### src/shared/serial_port_defs.svh
`ifndef SERIAL_PORT_DEFS_SVH
`define SERIAL_PORT_DEFS_SVH

// register banks, carried in address bits 11:8
`define BANK_PERIPH      4'h4
`define BANK_SERIAL      4'h6

// register offsets, address bits 7:0
`define OFF_CORE_IRQ     8'h07
`define OFF_IRQ_FLAGS    8'h10
`define OFF_IRQ_ENABLES  8'h11
`define OFF_ADDR_RELOAD  8'h10
`define OFF_CTRL_ONE     8'h11
`define OFF_CTRL_TWO     8'h12
`define OFF_STATUS       8'h13
`define OFF_DATA_BUF     8'h14

// reset values
`define RST_BYTE         8'h00
`define FLAGS_IMPL_MASK  8'hEF

// irq flag / enable bits
`define IF_PORT          7
`define IF_COLLISION     6

// control one fields
`define C1_WRITE_COLLISION_FLAG          7
`define C1_OVF           6
`define C1_EN            5
`define C1_CKP           4

// control two fields
`define C2_GENERAL_CALL_ENABLE          7
`define C2_ACK_RECEIVED_STATUS       6
`define C2_ACK_VALUE_TO_SEND         5
`define C2_ACK_SEND_REQUEST         4
`define C2_RECEIVE_REQUEST_BIT          3
`define C2_PEN           2
`define C2_REPEAT_START_REQUEST_BIT          1
`define C2_SEN           0

// status fields
`define ST_DA            5
`define ST_STOP          4
`define ST_START         3
`define ST_RW            2
`define ST_UA            1
`define ST_BF            0

// mode select encodings
`define MODE_MASTER      4'h8
`define MODE_SLAVE10     4'h7
`define GEN_CALL_ADDR    8'h00

`endif

### src/shared/serial_port_pkg.sv
package serial_port_pkg;

	typedef enum logic [3:0] {
		MS_IDLE, MS_START1, MS_START2, MS_RS1, MS_RS_HW, MS_RS2, MS_RS3,
		MS_BIT_LO, MS_BIT_HW, MS_BIT_HI, MS_STOP1, MS_STOP_HW, MS_STOP2, MS_STOP3
	} master_state_e;

	typedef enum logic [1:0] {
		OP_TX, OP_RX, OP_ACK
	} master_op_e;

	typedef logic [7:0] byte_t;

endpackage

### src/clock_rate_generator.sv
`timescale 1ns/100ps
module clock_rate_generator (
	// clock and reset
	input  wire logic       sys_clk_i,
	input  wire logic       rst_n_i,
	input  wire logic       clk_en_i,
	// control
	input  wire logic       load_i,
	input  wire logic       tick_i,
	input  wire logic [6:0] reload_i,
	// expiry pulse
	output logic            expire_o
);

	logic [6:0] cnt_reg;
	logic       run_reg;
	logic       expire_reg;

	assign expire_o = expire_reg;

	always_ff @(posedge sys_clk_i or negedge rst_n_i) begin
		if (!rst_n_i) begin
			cnt_reg    <= 7'h00;
			run_reg    <= 1'h0;
			expire_reg <= 1'h0;
		end else if (clk_en_i) begin
			expire_reg <= 1'h0;
			if (load_i) begin
				cnt_reg <= reload_i;
				run_reg <= 1'h1;
			end else if (run_reg && tick_i) begin
				if (cnt_reg == 7'h00) begin
					run_reg    <= 1'h0;
					expire_reg <= 1'h1;
				end else begin
					cnt_reg <= cnt_reg - 7'h01;
				end
			end
		end
	end

endmodule

### src/i2c_master_general_call_brg.sv
// Design decision made here: strobed register access.
`timescale 1ns/100ps
// How it works
// - general call needs enable bit set
// - shift eight bits, compare own and call
// - call match loads buffer, flag ninth fall
// - ten-bit mode: call skips second half
// - sleep keeps receiving, wakes on byte
// - reset disables port, aborts transfer
// - start/stop seen cleared by disable
// - bus free: stop seen or neither
// - master flags every completed operation
// - foreign stop raises flag when idle
// - data line mismatch sets collision flag
// - master needs mode 1000 and enable
// - early buffer write dropped, write collision
// - master drives clock, start, stop
// - transmitter sends bytes, samples acknowledge
// - receiver clocks bytes, sends acknowledge
// - reload from low seven address bits
// - buffer write starts generator, then halts
// - acknowledge status sampled, flag ninth end
// - stop flag only after stop completes
// - generator counts down then halts
// - decrement on second and fourth phase
// - high-phase reload only when clock seen high
// - master encoding is binary 1000
// - start: check high, wait, low, wait
`include "serial_port_defs.svh"
module i2c_master_general_call_brg
	import serial_port_pkg::*;
(
	// clock and reset
	input  wire logic        sys_clk_i,
	input  wire logic        rst_n_i,
	input  wire logic        clk_en_i,
	// register port
	input  wire logic [11:0] addr_i,
	input  wire logic [7:0]  wdata_i,
	input  wire logic        wr_i,
	input  wire logic        rd_i,
	output logic      [7:0]  rdata_o,
	// processor power state
	input  wire logic        sleep_i,
	output logic             wake_o,
	// two-wire bus, open drain
	input  wire logic        scl_i,
	output logic             scl_o,
	output logic             scl_oe_o,
	input  wire logic        sda_i,
	output logic             sda_o,
	output logic             sda_oe_o
);

	byte_t         core_irq_reg, flags_reg, enables_reg, adr_reg;
	byte_t         ctl1_reg, ctl2_reg, stat_reg, buf_reg, rdata_reg;
	byte_t         shreg_reg, rsr_reg, rd_mux;
	master_state_e state_reg;
	master_op_e    op_reg;
	logic [3:0]    bit_cnt_reg, sl_cnt_reg;
	logic [1:0]    qph_reg;
	logic scl_m_reg, scl_s_reg, scl_d_reg, sda_m_reg, sda_s_reg, sda_d_reg;
	logic scl_drv_reg, sda_drv_reg, sda_oe_reg, wake_reg, ack_rcv_reg;
	logic done_reg, bcol_reg, brg_load_reg, bf_clr_reg, rx_load_reg;
	logic sl_active_reg, sl_addr_reg, sl_ack_reg, sl_rw_reg, sl_da_reg;
	logic sl_load_reg, sl_irq_reg, sl_ov_reg, sl_ua_reg;
	logic sel_ser, sel_per, wr_buf, rd_buf, wr_adr, wr_c1, wr_c2, wr_st;
	logic master_on, slave_on, req_busy, tx_ok, tx_go, bus_free, brg_exp;
	logic scl_rise, scl_fall, start_det, stop_det, own_m, gc_m, collide, chk_one;

	assign scl_o    = 1'h0;
	assign sda_o    = 1'h0;
	assign scl_oe_o = scl_drv_reg;
	assign sda_oe_o = sda_oe_reg;
	assign rdata_o  = rdata_reg;
	assign wake_o   = wake_reg;

	// register decode
	assign sel_ser = (addr_i[11:8] == `BANK_SERIAL);
	assign sel_per = (addr_i[11:8] == `BANK_PERIPH);
	assign wr_buf  = wr_i && sel_ser && (addr_i[7:0] == `OFF_DATA_BUF);
	assign rd_buf  = rd_i && sel_ser && (addr_i[7:0] == `OFF_DATA_BUF);
	assign wr_adr  = wr_i && sel_ser && (addr_i[7:0] == `OFF_ADDR_RELOAD);
	assign wr_c1   = wr_i && sel_ser && (addr_i[7:0] == `OFF_CTRL_ONE);
	assign wr_c2   = wr_i && sel_ser && (addr_i[7:0] == `OFF_CTRL_TWO);
	assign wr_st   = wr_i && sel_ser && (addr_i[7:0] == `OFF_STATUS);

	assign master_on = ctl1_reg[`C1_EN] && (ctl1_reg[3:0] == `MODE_MASTER);
	assign slave_on  = ctl1_reg[`C1_EN] && !master_on;
	assign req_busy  = |ctl2_reg[4:0] || done_reg || bcol_reg;
	assign tx_ok     = master_on && (state_reg == MS_IDLE) && !req_busy;
	assign tx_go     = wr_buf && tx_ok;
	assign bus_free  = stat_reg[`ST_STOP] || !(stat_reg[`ST_START] || stat_reg[`ST_STOP]);

	// bus line sampling; the first stage feeds only the second
	assign scl_rise  = scl_s_reg && !scl_d_reg;
	assign scl_fall  = !scl_s_reg && scl_d_reg;
	assign start_det = scl_s_reg && scl_d_reg && sda_d_reg && !sda_s_reg;
	assign stop_det  = scl_s_reg && scl_d_reg && !sda_d_reg && sda_s_reg;

	always_ff @(posedge sys_clk_i or negedge rst_n_i) begin
		if (!rst_n_i) begin
			{scl_m_reg, scl_s_reg, scl_d_reg} <= 3'h7;
			{sda_m_reg, sda_s_reg, sda_d_reg} <= 3'h7;
			qph_reg <= 2'h0;
		end else if (clk_en_i) begin
			scl_m_reg <= scl_i;
			scl_s_reg <= scl_m_reg;
			scl_d_reg <= scl_s_reg;
			sda_m_reg <= sda_i;
			sda_s_reg <= sda_m_reg;
			sda_d_reg <= sda_s_reg;
			qph_reg   <= qph_reg + 2'h1;
		end
	end

	// generator ticks on the second and fourth quarter of each instruction cycle
	clock_rate_generator u_rate (
		.sys_clk_i (sys_clk_i),
		.rst_n_i   (rst_n_i),
		.clk_en_i  (clk_en_i),
		.load_i    (brg_load_reg),
		.tick_i    (qph_reg[0]),
		.reload_i  (adr_reg[6:0]),
		.expire_o  (brg_exp)
	);

	// lines we leave high must read high, else another master won
	assign chk_one = (op_reg == OP_ACK) ? !sda_drv_reg :
		(op_reg == OP_TX && bit_cnt_reg < 4'h8 && !sda_drv_reg);
	assign collide = (state_reg == MS_START1 && (!scl_s_reg || !sda_s_reg)) ||
		(state_reg == MS_START2 && !scl_s_reg) ||
		(state_reg == MS_RS1 && brg_exp && !sda_s_reg) ||
		(state_reg == MS_RS_HW && scl_s_reg && !sda_s_reg) ||
		(state_reg == MS_RS2 && (!sda_s_reg || !scl_s_reg)) ||
		(state_reg == MS_RS3 && !scl_s_reg) ||
		(state_reg == MS_BIT_HI && chk_one && !sda_s_reg);

	// master sequencer
	always_ff @(posedge sys_clk_i or negedge rst_n_i) begin
		if (!rst_n_i) begin
			state_reg    <= MS_IDLE;
			op_reg       <= OP_TX;
			bit_cnt_reg  <= 4'h0;
			shreg_reg    <= 8'h00;
			scl_drv_reg  <= 1'h0;
			sda_drv_reg  <= 1'h0;
			ack_rcv_reg  <= 1'h0;
			done_reg     <= 1'h0;
			bcol_reg     <= 1'h0;
			brg_load_reg <= 1'h0;
			bf_clr_reg   <= 1'h0;
			rx_load_reg  <= 1'h0;
		end else if (clk_en_i) begin
			done_reg     <= 1'h0;
			bcol_reg     <= 1'h0;
			brg_load_reg <= 1'h0;
			bf_clr_reg   <= 1'h0;
			rx_load_reg  <= 1'h0;
			if (!master_on) begin
				state_reg   <= MS_IDLE;
				scl_drv_reg <= 1'h0;
				sda_drv_reg <= 1'h0;
			end else if (collide) begin
				state_reg   <= MS_IDLE;
				scl_drv_reg <= 1'h0;
				sda_drv_reg <= 1'h0;
				bcol_reg    <= 1'h1;
			end else begin
				case (state_reg)
				MS_IDLE: begin
					if (tx_go) begin
						shreg_reg    <= wdata_i;
						op_reg       <= OP_TX;
						bit_cnt_reg  <= 4'h0;
						scl_drv_reg  <= 1'h1;
						sda_drv_reg  <= !wdata_i[7];
						brg_load_reg <= 1'h1;
						state_reg    <= MS_BIT_LO;
					end else if (!done_reg && !bcol_reg) begin
						if (ctl2_reg[`C2_SEN]) begin
							if (scl_s_reg && sda_s_reg && bus_free) begin
								brg_load_reg <= 1'h1;
								state_reg    <= MS_START1;
							end else begin
								bcol_reg <= 1'h1;
							end
						end else if (ctl2_reg[`C2_REPEAT_START_REQUEST_BIT]) begin
							scl_drv_reg  <= 1'h1;
							sda_drv_reg  <= 1'h0;
							brg_load_reg <= 1'h1;
							state_reg    <= MS_RS1;
						end else if (ctl2_reg[`C2_PEN]) begin
							scl_drv_reg  <= 1'h1;
							sda_drv_reg  <= 1'h1;
							brg_load_reg <= 1'h1;
							state_reg    <= MS_STOP1;
						end else if (ctl2_reg[`C2_RECEIVE_REQUEST_BIT]) begin
							op_reg       <= OP_RX;
							bit_cnt_reg  <= 4'h0;
							scl_drv_reg  <= 1'h1;
							sda_drv_reg  <= 1'h0;
							brg_load_reg <= 1'h1;
							state_reg    <= MS_BIT_LO;
						end else if (ctl2_reg[`C2_ACK_SEND_REQUEST]) begin
							op_reg       <= OP_ACK;
							scl_drv_reg  <= 1'h1;
							sda_drv_reg  <= !ctl2_reg[`C2_ACK_VALUE_TO_SEND];
							brg_load_reg <= 1'h1;
							state_reg    <= MS_BIT_LO;
						end
					end
				end
				MS_START1: begin
					if (brg_exp) begin
						sda_drv_reg  <= 1'h1;
						brg_load_reg <= 1'h1;
						state_reg    <= MS_START2;
					end
				end
				MS_START2, MS_RS3: begin
					if (brg_exp) begin
						done_reg  <= 1'h1;
						state_reg <= MS_IDLE;
					end
				end
				MS_RS1: begin
					if (brg_exp) begin
						scl_drv_reg <= 1'h0;
						state_reg   <= MS_RS_HW;
					end
				end
				MS_RS_HW: begin
					if (scl_s_reg) begin
						brg_load_reg <= 1'h1;
						state_reg    <= MS_RS2;
					end
				end
				MS_RS2: begin
					if (brg_exp) begin
						sda_drv_reg  <= 1'h1;
						brg_load_reg <= 1'h1;
						state_reg    <= MS_RS3;
					end
				end
				MS_BIT_LO: begin
					if (brg_exp) begin
						scl_drv_reg <= 1'h0;
						state_reg   <= MS_BIT_HW;
					end
				end
				MS_BIT_HW: begin
					if (scl_s_reg) begin
						brg_load_reg <= 1'h1;
						state_reg    <= MS_BIT_HI;
					end
				end
				MS_BIT_HI: begin
					if (brg_exp) begin
						scl_drv_reg <= 1'h1;
						if (op_reg == OP_RX)
							shreg_reg <= {shreg_reg[6:0], sda_s_reg};
						if (op_reg == OP_ACK || (op_reg == OP_RX && bit_cnt_reg == 4'h7) ||
							(op_reg == OP_TX && bit_cnt_reg == 4'h8)) begin
							// clock stays low and the generator idles until the next request
							state_reg   <= MS_IDLE;
							done_reg    <= 1'h1;
							rx_load_reg <= (op_reg == OP_RX);
							if (op_reg == OP_TX)
								ack_rcv_reg <= sda_s_reg;
						end else begin
							bit_cnt_reg  <= bit_cnt_reg + 4'h1;
							brg_load_reg <= 1'h1;
							state_reg    <= MS_BIT_LO;
							if (op_reg == OP_TX) begin
								shreg_reg   <= {shreg_reg[6:0], 1'h0};
								sda_drv_reg <= (bit_cnt_reg == 4'h7) ? 1'h0 : !shreg_reg[6];
								bf_clr_reg  <= (bit_cnt_reg == 4'h7);
							end
						end
					end
				end
				MS_STOP1: begin
					if (brg_exp) begin
						scl_drv_reg <= 1'h0;
						state_reg   <= MS_STOP_HW;
					end
				end
				MS_STOP_HW: begin
					if (scl_s_reg) begin
						brg_load_reg <= 1'h1;
						state_reg    <= MS_STOP2;
					end
				end
				MS_STOP2: begin
					if (brg_exp) begin
						sda_drv_reg  <= 1'h0;
						brg_load_reg <= 1'h1;
						state_reg    <= MS_STOP3;
					end
				end
				MS_STOP3: begin
					if (brg_exp) begin
						done_reg  <= 1'h1;
						state_reg <= MS_IDLE;
					end
				end
				default: begin
					state_reg <= MS_IDLE;
				end
				endcase
			end
		end
	end

	// slave address match: own address in bits 7:1, or the fixed general call
	assign own_m = (rsr_reg[7:1] == adr_reg[7:1]);
	assign gc_m  = ctl2_reg[`C2_GENERAL_CALL_ENABLE] && (rsr_reg == `GEN_CALL_ADDR);

	always_ff @(posedge sys_clk_i or negedge rst_n_i) begin
		if (!rst_n_i) begin
			rsr_reg       <= 8'h00;
			sl_cnt_reg    <= 4'h0;
			sl_active_reg <= 1'h0;
			sl_addr_reg   <= 1'h0;
			sl_ack_reg    <= 1'h0;
			sl_rw_reg     <= 1'h0;
			sl_da_reg     <= 1'h0;
			{sl_load_reg, sl_irq_reg, sl_ov_reg, sl_ua_reg} <= 4'h0;
		end else if (clk_en_i) begin
			{sl_load_reg, sl_irq_reg, sl_ov_reg, sl_ua_reg} <= 4'h0;
			if (!slave_on || stop_det) begin
				sl_active_reg <= 1'h0;
				sl_ack_reg    <= 1'h0;
			end else if (start_det) begin
				sl_active_reg <= 1'h1;
				sl_addr_reg   <= 1'h1;
				sl_cnt_reg    <= 4'h0;
			end else if (sl_active_reg) begin
				if (scl_rise && sl_cnt_reg < 4'h8) begin
					rsr_reg    <= {rsr_reg[6:0], sda_s_reg};
					sl_cnt_reg <= sl_cnt_reg + 4'h1;
				end else if (scl_fall && sl_cnt_reg == 4'h8) begin
					if (sl_addr_reg && !(own_m || gc_m)) begin
						sl_active_reg <= 1'h0;
					end else begin
						sl_cnt_reg  <= 4'h9;
						sl_load_reg <= !stat_reg[`ST_BF];
						sl_ack_reg  <= !stat_reg[`ST_BF] && !ctl1_reg[`C1_OVF];
						sl_ov_reg   <= stat_reg[`ST_BF];
						sl_da_reg   <= !sl_addr_reg;
						if (sl_addr_reg) begin
							sl_rw_reg   <= rsr_reg[0];
							sl_addr_reg <= 1'h0;
							sl_ua_reg   <= (ctl1_reg[3:0] == `MODE_SLAVE10) && !gc_m;
						end
					end
				end else if (scl_fall && sl_cnt_reg == 4'h9) begin
					sl_ack_reg <= 1'h0;
					sl_irq_reg <= 1'h1;
					sl_cnt_reg <= 4'h0;
					if (sl_rw_reg)
						sl_active_reg <= 1'h0;
				end
			end
		end
	end

	// control one and two; hardware sets beat software clears
	always_ff @(posedge sys_clk_i or negedge rst_n_i) begin
		if (!rst_n_i) begin
			ctl1_reg <= `RST_BYTE;
			ctl2_reg <= `RST_BYTE;
		end else if (clk_en_i) begin
			if (wr_c1)
				ctl1_reg <= wdata_i;
			if (wr_buf && !tx_ok && master_on)
				ctl1_reg[`C1_WRITE_COLLISION_FLAG] <= 1'h1;
			if (sl_ov_reg)
				ctl1_reg[`C1_OVF] <= 1'h1;
			if (wr_c2) begin
				ctl2_reg[`C2_GENERAL_CALL_ENABLE]  <= wdata_i[`C2_GENERAL_CALL_ENABLE];
				ctl2_reg[`C2_ACK_VALUE_TO_SEND] <= wdata_i[`C2_ACK_VALUE_TO_SEND];
				// requests cannot queue behind one already running
				if (tx_ok)
					ctl2_reg[4:0] <= wdata_i[4:0];
			end
			ctl2_reg[`C2_ACK_RECEIVED_STATUS] <= ack_rcv_reg;
			if (done_reg || bcol_reg || !master_on)
				ctl2_reg[4:0] <= 5'h00;
		end
	end

	// status, address and buffer
	always_ff @(posedge sys_clk_i or negedge rst_n_i) begin
		if (!rst_n_i) begin
			stat_reg <= `RST_BYTE;
			adr_reg  <= `RST_BYTE;
			buf_reg  <= 8'h00;
		end else if (clk_en_i) begin
			if (wr_st)
				stat_reg[7:6] <= wdata_i[7:6];
			if (!ctl1_reg[`C1_EN]) begin
				stat_reg[`ST_START] <= 1'h0;
				stat_reg[`ST_STOP]  <= 1'h0;
			end else if (start_det) begin
				stat_reg[`ST_START] <= 1'h1;
				stat_reg[`ST_STOP]  <= 1'h0;
			end else if (stop_det) begin
				stat_reg[`ST_START] <= 1'h0;
				stat_reg[`ST_STOP]  <= 1'h1;
			end
			stat_reg[`ST_RW] <= sl_rw_reg;
			stat_reg[`ST_DA] <= sl_da_reg;
			if (wr_adr) begin
				adr_reg           <= wdata_i;
				stat_reg[`ST_UA] <= 1'h0;
			end
			if (sl_ua_reg)
				stat_reg[`ST_UA] <= 1'h1;
			if (rd_buf || bf_clr_reg)
				stat_reg[`ST_BF] <= 1'h0;
			if (tx_go || rx_load_reg || sl_load_reg)
				stat_reg[`ST_BF] <= 1'h1;
			if (tx_go || (wr_buf && !master_on))
				buf_reg <= wdata_i;
			else if (rx_load_reg)
				buf_reg <= shreg_reg;
			else if (sl_load_reg)
				buf_reg <= rsr_reg;
		end
	end

	// peripheral flags, enables, core register
	always_ff @(posedge sys_clk_i or negedge rst_n_i) begin
		if (!rst_n_i) begin
			flags_reg    <= `RST_BYTE;
			enables_reg  <= `RST_BYTE;
			core_irq_reg <= `RST_BYTE;
		end else if (clk_en_i) begin
			if (wr_i && sel_per && addr_i[7:0] == `OFF_IRQ_FLAGS)
				flags_reg <= wdata_i & `FLAGS_IMPL_MASK;
			if (wr_i && sel_per && addr_i[7:0] == `OFF_IRQ_ENABLES)
				enables_reg <= wdata_i & `FLAGS_IMPL_MASK;
			if (wr_i && addr_i[7:0] == `OFF_CORE_IRQ)
				core_irq_reg <= wdata_i;
			if (done_reg || sl_irq_reg ||
				(stop_det && master_on && state_reg == MS_IDLE))
				flags_reg[`IF_PORT] <= 1'h1;
			if (bcol_reg)
				flags_reg[`IF_COLLISION] <= 1'h1;
		end
	end

	// read port, bus drive, wake
	always_comb begin
		rd_mux = 8'h00;
		if (addr_i[7:0] == `OFF_CORE_IRQ)
			rd_mux = core_irq_reg;
		else if (sel_per && addr_i[7:0] == `OFF_IRQ_FLAGS)
			rd_mux = flags_reg;
		else if (sel_per && addr_i[7:0] == `OFF_IRQ_ENABLES)
			rd_mux = enables_reg;
		else if (sel_ser) begin
			case (addr_i[7:0])
			`OFF_ADDR_RELOAD: rd_mux = adr_reg;
			`OFF_CTRL_ONE:    rd_mux = ctl1_reg;
			`OFF_CTRL_TWO:    rd_mux = ctl2_reg;
			`OFF_STATUS:      rd_mux = stat_reg;
			`OFF_DATA_BUF:    rd_mux = buf_reg;
			default:          rd_mux = 8'h00;
			endcase
		end
	end

	always_ff @(posedge sys_clk_i or negedge rst_n_i) begin
		if (!rst_n_i) begin
			rdata_reg  <= 8'h00;
			sda_oe_reg <= 1'h0;
			wake_reg   <= 1'h0;
		end else if (clk_en_i) begin
			rdata_reg  <= rd_i ? rd_mux : 8'h00;
			sda_oe_reg <= sda_drv_reg || sl_ack_reg;
			wake_reg   <= sleep_i && flags_reg[`IF_PORT] && enables_reg[`IF_PORT];
		end
	end

endmodule

### config.mk
export PLATFORM = sky130hd
export DESIGN_NAME = i2c_master_general_call_brg
export DESIGN_NICKNAME = d
export VERILOG_FILES = /design/src/shared/serial_port_pkg.sv /design/src/clock_rate_generator.sv /design/src/i2c_master_general_call_brg.sv
export VERILOG_INCLUDE_DIRS = /design/src /design/src/shared
export SDC_FILE = /design/constraint.sdc
export NUM_CORES = 1
export LEC_CHECK = 0
export BUFFER_PORTS_ARGS = -buffer_cell sky130_fd_sc_hd__buf_2
export CAP_MARGIN = 10
export CELL_PAD_IN_SITES_DETAIL_PLACEMENT = 1
export CELL_PAD_IN_SITES_GLOBAL_PLACEMENT = 2
export CORE_AREA = 10 10 169 171
export DETAILED_ROUTE_END_ITERATION = 16
export DIE_AREA = 0 0 179 181
export PLACE_DENSITY = 0.59
export SLEW_MARGIN = 20
export SYNTH_ARGS = -nofsm -noshare
export SYNTH_HDL_FRONTEND = slang
export SYNTH_SLANG_ARGS = --single-unit
### constraint.sdc
create_clock -name sys_clk_i -period 3.6 [get_ports sys_clk_i]
set_clock_uncertainty 0.15 [all_clocks]
set_input_delay 0.18 -clock sys_clk_i [delete_from_list [all_inputs] [get_ports sys_clk_i]]
set_output_delay 0.18 -clock sys_clk_i [all_outputs]
set_load 0.05 [all_outputs]
---- After elaboration in Yosys (flattened, before gate mapping) ----
Index checks and enable logic that the tools add are counted.
storage, ports and cells
  register bits after elaboration ......... 136
  bits of input ports ..................... 28
  output and inout port bits .............. 13
  word-level logic and storage cells ...... 493
cells by class
  add/sub/neg operators ................... 4
  $lt $le $gt $ge ......................... 2
  eq/ne operators ......................... 71
  muxes and demuxes ....................... 195
  bitwise gates (word level) .............. 5
  reductions and logical operators ........ 162
operator list
  kind                                                                    count
  4-bit 2-to-1 mux                                                        35
  1-bit 2-to-1 mux                                                        120
  8-bit 2-to-1 mux                                                        15
  1-bit logical AND                                                       58
  4-bit case mux with 12 select lines                                     1
  4-bit equality test (second input constant)                             10
  8-bit by 5-bit equality test with 1-bit output (second input constant)  5
  8-bit case mux with 5 select lines                                      1
  4-bit by 3-bit equality test with 1-bit output (second input constant)  8
  4-bit by 3-bit != test with 1-bit output (second input constant)        8
  2-bit AND reduction                                                     15
  2-bit nonzero test                                                      15
  1-bit logical OR                                                        24
  7-bit 2-to-1 mux                                                        3
  7-bit AND reduction                                                     3
  1-bit logical NOT                                                       20
  2-bit 2-to-1 mux                                                        10
  4-bit != test (second input constant)                                   5
  6-bit AND reduction                                                     3
  8-bit case mux with 2 select lines                                      1
  5-bit 2-to-1 mux                                                        3
  3-bit != test (second input constant)                                   5
  15-bit AND reduction                                                    1
  2-bit != test (second input constant)                                   6
  42 further kinds                                                        64

---- Longest topological paths before layout ----
Gate-level depths: netlist of run 1.
  depth in word-level cells ............... 11
  gate-level depth with buffers ........... 10
  gate-level depth less buffers ........... 8

---- By module ----
A second synthesis of run 1 with hierarchy kept.
second synthesis, totals
  cells, all modules ...................... 751
  area, all modules ....................... 7,586.0 um^2
by module, submodules not included
  module                       instances  cells each  area an instance (um^2)  seq. area each (um^2)
  i2c_master_general_call_brg  1          686         7,008.0                  3,160.5
  clock_rate_generator         1          65          578.1                    225.2

---- Worst setup path before layout of run 1 ----
OpenSTA, ideal clock, no wires.
  path kind ............................... register to register
  from .................................... reg state_reg[0]
  to ...................................... reg buf_reg[0]
  library setup time ...................... 123 ps
  arrival time ............................ 2,115 ps
  data required time ...................... 3,327 ps
  slack ................................... 1,212 ps
  cell stages (with the launch flop) ...... 9
  path buffers ............................ 2
  clock period less this slack ............ 2,388 ps
  path through ............................ dfrtp_1 buf_6 nor4_4 nand4b_2 a2111o_1 a21o_1 buf_6 nand2_1 o21ai_2
between the ends
  longest elaborated chain between the ends .. 7
  elaborated cells between the ends (all ways) .. 8
  classes of those cells .................. 1 x mux; 7 x reduce/logical
RTL lines
  item                                  line                                text
  start, declared                       i2c_master_general_call_brg.sv:58   master_state_e state_reg;
  start signal, assigned                i2c_master_general_call_brg.sv:142  state_reg <= MS_IDLE;
  start signal, assigned                i2c_master_general_call_brg.sv:161  state_reg <= MS_IDLE;
  start signal, assigned                i2c_master_general_call_brg.sv:165  state_reg <= MS_IDLE;
  4-bit logical NOT (*)                 i2c_master_general_call_brg.sv:91   assign tx_ok = master_on && (state_reg == MS_IDLE) && !req_busy;
  1-bit logical AND (*) (2 in series)   i2c_master_general_call_brg.sv:91
  1-bit logical AND (*)                 i2c_master_general_call_brg.sv:92   assign tx_go = wr_buf && tx_ok;
  1-bit logical OR (*)                  i2c_master_general_call_brg.sv:425  if (tx_go || (wr_buf && !master_on))
  3-bit nonzero test (no source line)   n/a
  2-bit AND reduction (no source line)  n/a
  end signal, assigned                  i2c_master_general_call_brg.sv:426  buf_reg <= wdata_i;
  end signal, assigned                  i2c_master_general_call_brg.sv:428  buf_reg <= shreg_reg;
  end signal, assigned                  i2c_master_general_call_brg.sv:430  buf_reg <= rsr_reg;
  end, declared                         i2c_master_general_call_brg.sv:56   byte_t ctl1_reg, ctl2_reg, stat_reg, buf_reg, rdata_reg;
Every way passes the cells marked *; elsewhere a longest branch is shown, timed or not.
A chain may end at the register's enable or synchronous reset.

---- Worst setup path in the final report of run 1 ----
  from .................................... reg ctl1_reg[2]
  to ...................................... reg shreg_reg[4]
between the ends
  longest elaborated chain between the ends .. 7
RTL lines
  item                                      line                                text
  start, declared                           i2c_master_general_call_brg.sv:56
  start signal, assigned                    i2c_master_general_call_brg.sv:372  ctl1_reg <= `RST_BYTE;
  start signal, assigned                    i2c_master_general_call_brg.sv:376  ctl1_reg <= wdata_i;
  4-bit equality test (no source line) (*)  n/a
  1-bit logical AND (*)                     i2c_master_general_call_brg.sv:88   assign master_on = ctl1_reg[`C1_EN] && (ctl1_reg[3:0] == `MODE_MASTER);
  1-bit logical AND (2 in series)           i2c_master_general_call_brg.sv:91
  1-bit logical AND                         i2c_master_general_call_brg.sv:92
  2-bit != test (no source line)            n/a
  6-bit AND reduction (no source line) (*)  n/a
  end signal, assigned                      i2c_master_general_call_brg.sv:173  shreg_reg <= wdata_i;
  end signal, assigned                      i2c_master_general_call_brg.sv:262  shreg_reg <= {shreg_reg[6:0], sda_s_reg};
  end signal, assigned                      i2c_master_general_call_brg.sv:276  shreg_reg <= {shreg_reg[6:0], 1'h0};
  end, declared                             i2c_master_general_call_brg.sv:57   byte_t shreg_reg, rsr_reg, rd_mux;
Marks and branches as above.

==> results of run 1 <==
power by group through the flow:
stage	Sequential, mW	Combinational (mW)	Clock, mW
2_1_floorplan	1.61	0.103	0
3_3_place_gp	1.62	0.213	0
3_5_place_dp	1.62	0.216	0
4_1_cts	1.59	0.224	1.73
5_1_grt	1.60	0.242	1.80
6_report	1.59	0.220	1.68
cell type report:
| cell class | count | area [µm²] |
|---|---|---|
| clock buffers | 22 | 444 |
| multi-input cells | 545 | 3820 |
| repair buffers | 58 | 382 |
| inverters | 27 | 101 |
| well taps | 330 | 413 |
| flip-flops and latches | 135 | 3390 |
| clock inverters | 9 | 104 |
| fillers | 2874 | 16400 |
worst min-delay path: stages:
cell,delay [ns]
buf_2,0.19
nand2_1,0.09
mux2i_1,0.06
cell usage after synthesis, drive strengths merged, types with 6 or more instances:
cell	n	area (µm²)
o211ai	8	60.1
nand2	71	267
a31oi	9	56.3
nand3	15	75.1
mux2	64	721
a22oi	16	120
o22ai	20	125
or3	7	43.8
nand4	7	43.8
nand4b	7	67.6
inv	27	101
buf	13	80.1
nand2b	10	62.6
nor2	56	225
a22o	8	70.1
nor3	18	110
o21ai	60	308
a21oi	21	105
a221oi	8	70.1
dfrtp	129	3230
ha	7	87.6
a2bb2oi	7	61.3
o31ai	8	65.1
clkbuf	26	97.6
dfstp	6	158
xnor2	7	61.3
nor4	7	58.8
o21a	8	61.3
mux2i	21	210
nor2b	7	43.8
worst max-delay path by stage:
stage            startpoint           end  slack, ns  cells after the start
5_1_grt        state_reg[2]  shreg_reg[5]       0.42                      6
4_1_cts        state_reg[2]  shreg_reg[6]       0.66                      6
3_3_place_gp   state_reg[2]    buf_reg[0]       0.78                      6
3_5_place_dp    ctl1_reg[2]  shreg_reg[2]       0.66                      6
6_report        ctl1_reg[2]  shreg_reg[4]       0.66                      6
2_1_floorplan  state_reg[0]    buf_reg[0]       1.21                      8
routing by layer:
metal | global-route usage (%) | routed length [µm] | vias to the layer above
met3 | 2.71 | 701 | 22
met4 | 4.63 | 419 | 0
met1 | 22.3 | 12700 | 3200
li1 | - | - | 2848
met2 | 25.5 | 12100 | 71
met5 | 0 | 0 | -
through the flow:
step                cell area (µm²)  worst slack, ns
floorplan                      7480             1.21
global placement               8010            0.784
detailed placement             8010            0.660
CTS                            8650            0.660
global route                   8650            0.420
finish                         8650            0.664
placed cells by master, fill, tap and decap left out, drive strengths merged, types with 20 or more instances in the layout:
| cell type | netlist | final |
|---|---|---|
| a21oi | 21 | 21 |
| o22ai | 20 | 20 |
| dfrtp | 129 | 129 |
| nor2 | 56 | 56 |
| inv | 27 | 27 |
| o21ai | 60 | 60 |
| nand2 | 71 | 71 |
| mux2 | 64 | 64 |
| mux2i | 21 | 21 |
| clkbuf | 26 | 22 |
| buf | 13 | 49 |
kinds of logic after synthesis:
family                   synth area share [%]
AO/OA/AOI/OAI                            17.8
XOR/XNOR                                 1.17
adder cells (fa/ha/maj)                  1.17
buffers and inverters                    3.73
flip-flops                               45.3
multiplexers                             13.6
other                                  0.0501
AND/OR/NAND/NOR                          17.1
==> results.md, run 1 <==
- R2R Setup Slk: 0.66 ns
- Max Cap Viol: 0
- Worst hold stages: 3
- Antenna Nets Post-Route: 0
- Die height: 181 µm
- CP max FO: 10
- RSZ-0062 raised after global routing: no
- Core Region: 0.0250 mm²
- R2r endpoint: shreg_reg[4]
- Hold Path Origin: wdata_i[2]
- CP required: 3.78 ns
- Peak per-stage delay on the critical path: 0.59 ns
- I/O pin count: 41
- Avg Inst Size Synth: 10.0 µm²
- Detailed Routing Iterations Pass 1: 6
- Final number of setup-violating endpoints: 0
- Hold Violations, Final: 0
- Core Util, Final: 34.5%
- Final slew viol count: 0
- YS warnings: 0
- Ant diodes: 0
- Hold endpoint: ctl2_reg[2]
- Layout cell share with drive strength beyond 1: 18.5%
- Period utilisation layout: 81.6%
- First-pass GRT wire length: 40.5 mm
- CTS max path bufs: 2
- Largest net degree at the start of global routing: 86
- Flop pwr share: 45.6%
- Routability cong.: 0.849
- Comb power frac: 6.3%
- Clk pwr share: 48.1%
- VDD IR max: 237 µV
- DRC errors left: 0
- Remaining Overflow, GRT: 0
- Crit-path cells: nor4b_2, nand2_1, nor3_2, o21a_1, o21a_2, a2bb2oi_1
- WS Path Type: reg2reg
- Switching Fraction: 24.5%
- Slowest CP cell: nor4b_2
- Worst r2r src: ctl1_reg[2]
- Static leakage: 3.75 nW
- Startpoint types: flip-flop
- Hold buffers post-CTS: 9
- Max H-tree Level: 4
- Synth Instances: 745
- Mapped cell area: 0.00748 mm²
- Worst Max-Slew Pin Slew: 0.894 ns
- Root Buffer: clkbuf_16
- Post-CTS Setup Inserts: 0
- Die W: 179 µm
- Vias in the first global route: 6691
- FFs w/ async S/R, synth: 100%
- Via count: 6141
- Cts repair resizes: 0
- Die area: 0.0324 mm²
- Wire length per cell: 23.1 µm
- Pint: 2.64 mW
- Relative slew slack: 40.2%
- PwrDens: 404 mW/mm²
- Status: completed
- Top_reg_cell synth: dfrtp_1
- Area Overhead vs Synth: 15.6%
- Clock transition at path regs: 0.06 ns
- CTS tree: built
- Final TNS setup: 0 ns
- Finished Layout Cells: 1126
- Final wirelength: 26.0 mm
- Overall Global Routing Usage: 16.2%
- Later-pin clock latency in the skew report: 0.42 ns
- Min cycle time layout: 2.94 ns
- Final Power: 3.50 mW
- Clock Sinks: 135
- Iter 0 DRT Violations: 336
- Cell variety after synth: 78
- Fmax: 0.341 GHz
- Yosys reg bits: 135
- Port Buffer Count: 38
- Initial antenna violation count: 0
- Cell family with most CP delay: simple AND/OR/NAND/NOR gates
- Placed Instances: 1086
- CP Buf/Inv Count: 0
- Switching power: 858 µW
- Initial Utilization: 29.9%
- Num rows: 58
- CTS Buf Count: 17
- Net count, final: 819
- CP arrival: 3.12 ns
- Hold Path Class: in2reg
- FF-to-FF path depth: 6
- Vias/cell: 5.45
- Hpwl dp: 19.1 mm
- Post-synth EDFFs: 0
- Crit end category: flip-flop
- Hold Slack: 0.00771 ns
- Sequential share of the synthesized area: 45.3%
No activity file was read; power rests on OpenSTA's default activity.
==> run 2: changes to the inputs <==
--- a/config.mk
+++ b/config.mk
@@ -6,14 +6,15 @@
 export SDC_FILE = /design/constraint.sdc
 export NUM_CORES = 1
 export LEC_CHECK = 0
+export ABC_AREA = 1
 export BUFFER_PORTS_ARGS = -buffer_cell sky130_fd_sc_hd__buf_2
 export CAP_MARGIN = 10
 export CELL_PAD_IN_SITES_DETAIL_PLACEMENT = 1
 export CELL_PAD_IN_SITES_GLOBAL_PLACEMENT = 2
-export CORE_AREA = 10 10 169 171
+export CORE_AREA = 10 10 174 176
 export DETAILED_ROUTE_END_ITERATION = 16
-export DIE_AREA = 0 0 179 181
-export PLACE_DENSITY = 0.59
+export DIE_AREA = 0 0 184 186
+export PLACE_DENSITY = 0.68
 export SLEW_MARGIN = 20
 export SYNTH_ARGS = -nofsm -noshare
 export SYNTH_HDL_FRONTEND = slang
==> constraint.sdc (replaced) <==
create_clock -name sys_clk_i -period 2.55 [get_ports sys_clk_i]
set_clock_uncertainty 0.15 [all_clocks]
set_input_delay 0.1275 -clock sys_clk_i [delete_from_list [all_inputs] [get_ports sys_clk_i]]
set_output_delay 0.1275 -clock sys_clk_i [all_outputs]
set_load 0.05 [all_outputs]
==> run 2 against run 1 <==
Cell count is 33% higher. Largest cell class unchanged. Clock power is 57% higher. Final area is 6.9% higher. Sequential power is 47% higher. Combinational power is 130% higher. Synthesized cell count is 46% higher. Critical path type is now in2reg. Sequential cell count stayed put. Area after synthesis is 6.1% higher. Die area is 5.6% higher. Hold slack worse by 0.0033 ns. Total power is 57% higher.
==> results.md, run 2 <==
- Status: completed
- Area Overhead vs Synth: 16.5%
- Peak per-stage delay on the critical path: 0.58 ns (about the same)
- Port Buffer Count: 38 (unchanged)
- Clock transition at path regs: 0.07 ns (about the same)
- Hold Violations, Final: 0 (unchanged)
- CTS tree: built
- Cell mode on critical path: nand2_1
- Hold Path Class: in2reg
- Area post-placement: 0.00856 mm² (+6.8%)
- Core Region: 0.0267 mm² (+6.7%)
- Num rows: 60 (+3.4%)
- PwrDens: 593 mW/mm² (+47%)
- Fillcell total: 3354 (+17%)
- Net count, final: 1176 (+44%)
- Top_reg_cell synth: dfrtp_1
- Slowest CP cell: nor4_1
- Sequential share of the synthesized area: 42.7% (-2.6 points)
- RSZ-0062 raised after global routing: no
- Worst Max-Slew Pin Slew: 0.665 ns (-0.229 ns)
- Max Cap Viol: 0 (unchanged)
- CTS max path bufs: 2 (unchanged)
- Clock Sinks: 135 (unchanged)
- Commonest non-fill, non-tap cell in the layout: nand2_1
- Overall Global Routing Usage: 16.4% (+0.21 points)
- Final TNS setup: 0 ns (unchanged)
- CTS Buf Count: 17 (unchanged)
- Largest net degree at the start of global routing: 60 (-30%)
- Final Power: 5.48 mW (+57%)
- Vias in the first global route: 7426 (+11%)
- Mapped cell area: 0.00794 mm² (+6.1%)
- Area contributors post-synth: dfrtp_1 (41%), nand2_1 (16%), o21ai_0 (6.2%)
- CP max FO: 19 (+9)
- Final wirelength: 27.2 mm (+4.7%)
- Period utilisation layout: 87.1%
- Initial Utilization: 29.7% (-0.18 points)
- Max H-tree Level: 4 (unchanged)
- Pre-CTS WS: 0.404 ns (-0.256 ns)
- Final number of setup-violating endpoints: 0 (unchanged)
- CP required: 2.68 ns (-1.10 ns)
- Die area: 0.0342 mm² (+5.6%)
- Hold Slack: 0.00438 ns (-0.00332 ns)
- Synth Instances: 1086 (+46%)
- VDD IR max: 259 µV (+9.3%)
- Wire length per cell: 18.2 µm (-21%)
- Cell variety after synth: 46 (-41%)
- Initial antenna violation count: 0 (unchanged)
- Min cycle time layout: 2.22 ns
- Ant diodes: 0 (unchanged)
- Routability cong.: 0.807 (-4.9%)
- Post-CTS Setup Inserts: 0 (unchanged)
- Remaining Overflow, GRT: 0 (unchanged)
- YS warnings: 0 (unchanged)
- Static leakage: 4.62 nW (+23%)
- Core Util, Final: 34.6% (+0.054 points)
- Multi-input combinational cell area: 0.00391 mm² (+2.3%)
- Via count: 7196 (+17%)
- DRC errors left: 0 (unchanged)
- Post-synth EDFFs: 0 (unchanged)
- Synth top area share: 40.7% (-2.5 points)
- Register area: 0.00339 mm² (unchanged)
- Hpwl dp: 20.3 mm (+6.3%)
- Most frequent cells in the layout: nand2_1 (343), dfrtp_1 (129), inv_1 (127)
- Antenna Nets Post-Route: 0 (unchanged)
- Layout cell share with drive strength beyond 1: 14.5% (-4.0 points)
- Hold buffers post-CTS: 8 (-1)
- Worst setup margin: 0.328 ns (-0.335 ns)
- Vias/cell: 4.81 (-12%)
- Die W: 184 µm (+2.8%)
- WS Path Type: in2reg
- Startpoint types: input pin
- Final slew viol count: 0 (unchanged)
- Crit-path cells: dlygate4sd3_1, buf_2, nand2_1, nor4_1, nand2_1, nand2_1, o22ai_1
- Die height: 186 µm (+2.8%)
- Root Buffer: clkbuf_16
- Iter 0 DRT Violations: 408 (+21%)
- Post-layout instance area: 0.00925 mm² (+6.9%)
- Crit end category: flip-flop
- Detailed Routing Iterations Pass 1: 4 (-2)
- Relative slew slack: 55.7% (+16 points)
- Later-pin clock latency in the skew report: 0.43 ns (about the same)
- Placed Instances: 1455 (+34%)
- CP arrival: 2.35 ns (-0.77 ns)
- Count leader, synth: nand2_1
- I/O pin count: 41 (unchanged)
- First-pass GRT wire length: 43.3 mm (+6.8%)
- Post-synth top area cell: dfrtp_1
- Cts repair resizes: 0 (unchanged)
- FFs w/ async S/R, synth: 100% (unchanged)
- Finished Layout Cells: 1495 (+33%)
- Top post-synthesis cells by count: nand2_1 (343), dfrtp_1 (129), inv_1 (127)
- Avg Inst Size Synth: 7.31 µm² (-27%)
- Yosys reg bits: 135 (unchanged)
- Fmax: 0.450 GHz
[run 2: cell types whose count changed in the layout (fill, tap and decap cells not counted), sizes merged, moves of 20 or more]
cell,previous run,this run
o21ai,60,122
mux2i,21,1
nor2,56,95
nand2,71,365
inv,27,142
mux2,64,0
nand3,15,100
[run 2: path summary, 6_finish.rpt]
check	depth (start not counted)	endpoint	from	slack [ns]
worst max register to register	11	bit_cnt_reg[0]	bit_cnt_reg[0]	0.43
min in group asynchronous	2	u_rate.cnt_reg[1]	rst_n_i	0.10
worst max-delay path	7	ctl2_reg[0]	clk_en_i	0.33
max in group asynchronous	3	sda_d_reg	rst_n_i	1.40
worst min register to register	2	scl_m_reg	scl_m_reg	0.32
worst min-delay path	3	enables_reg[5]	wdata_i[5]	0.004
[run 2: cell type report]
type | instances | area share, %
clock buffer | 17 | 4.60
sequential | 135 | 36.6
timing repair buffer | 63 | 4.51
tap | 341 | 4.61
inverter | 134 | 5.44
multi-input combinational | 790 | 42.2
clock inverter | 15 | 1.99
[run 2: logic make-up (layout without fill, tap and decap cells)]
| family | Yosys count | count (layout) | synth area share (%) |
|---|---|---|---|
| other cells | 1 | 2 | 0.0473 |
| simple gates | 591 | 591 | 33.6 |
| flops | 135 | 135 | 42.7 |
| fa+ha+maj | 7 | 7 | 1.10 |
| compound gates | 179 | 179 | 13.2 |
| buf+inv | 162 | 229 | 8.17 |
| xor+xnor | 10 | 10 | 1.10 |
| mux | 1 | 1 | 0.126 |
[run 2: routing by layer]
layer / up-vias / GRT usage (%) / part of all wire, %
li1: 3622 / - / -
met1: 3478 / 22.0 / 49
met2: 88 / 27.5 / 48
met3: 8 / 2.79 / 2.5
met4: 0 / 2.56 / 0.46
met5: - / 0 / 0
[run 2: power breakdown]
| part | switching (mW) | internal, mW |
|---|---|---|
| Clock | 1.15 | 1.49 |
| Combinational | 0.335 | 0.165 |
| Sequential | 0.0883 | 2.25 |
| Total | 1.57 | 3.91 |
[run 2: critical path: cells and delay by family]
family / cells / cell delay, ns
buffers and inverters: 2 / 0.87
AO/OA/AOI/OAI: 1 / 0.09
AND/OR/NAND/NOR: 4 / 1.27
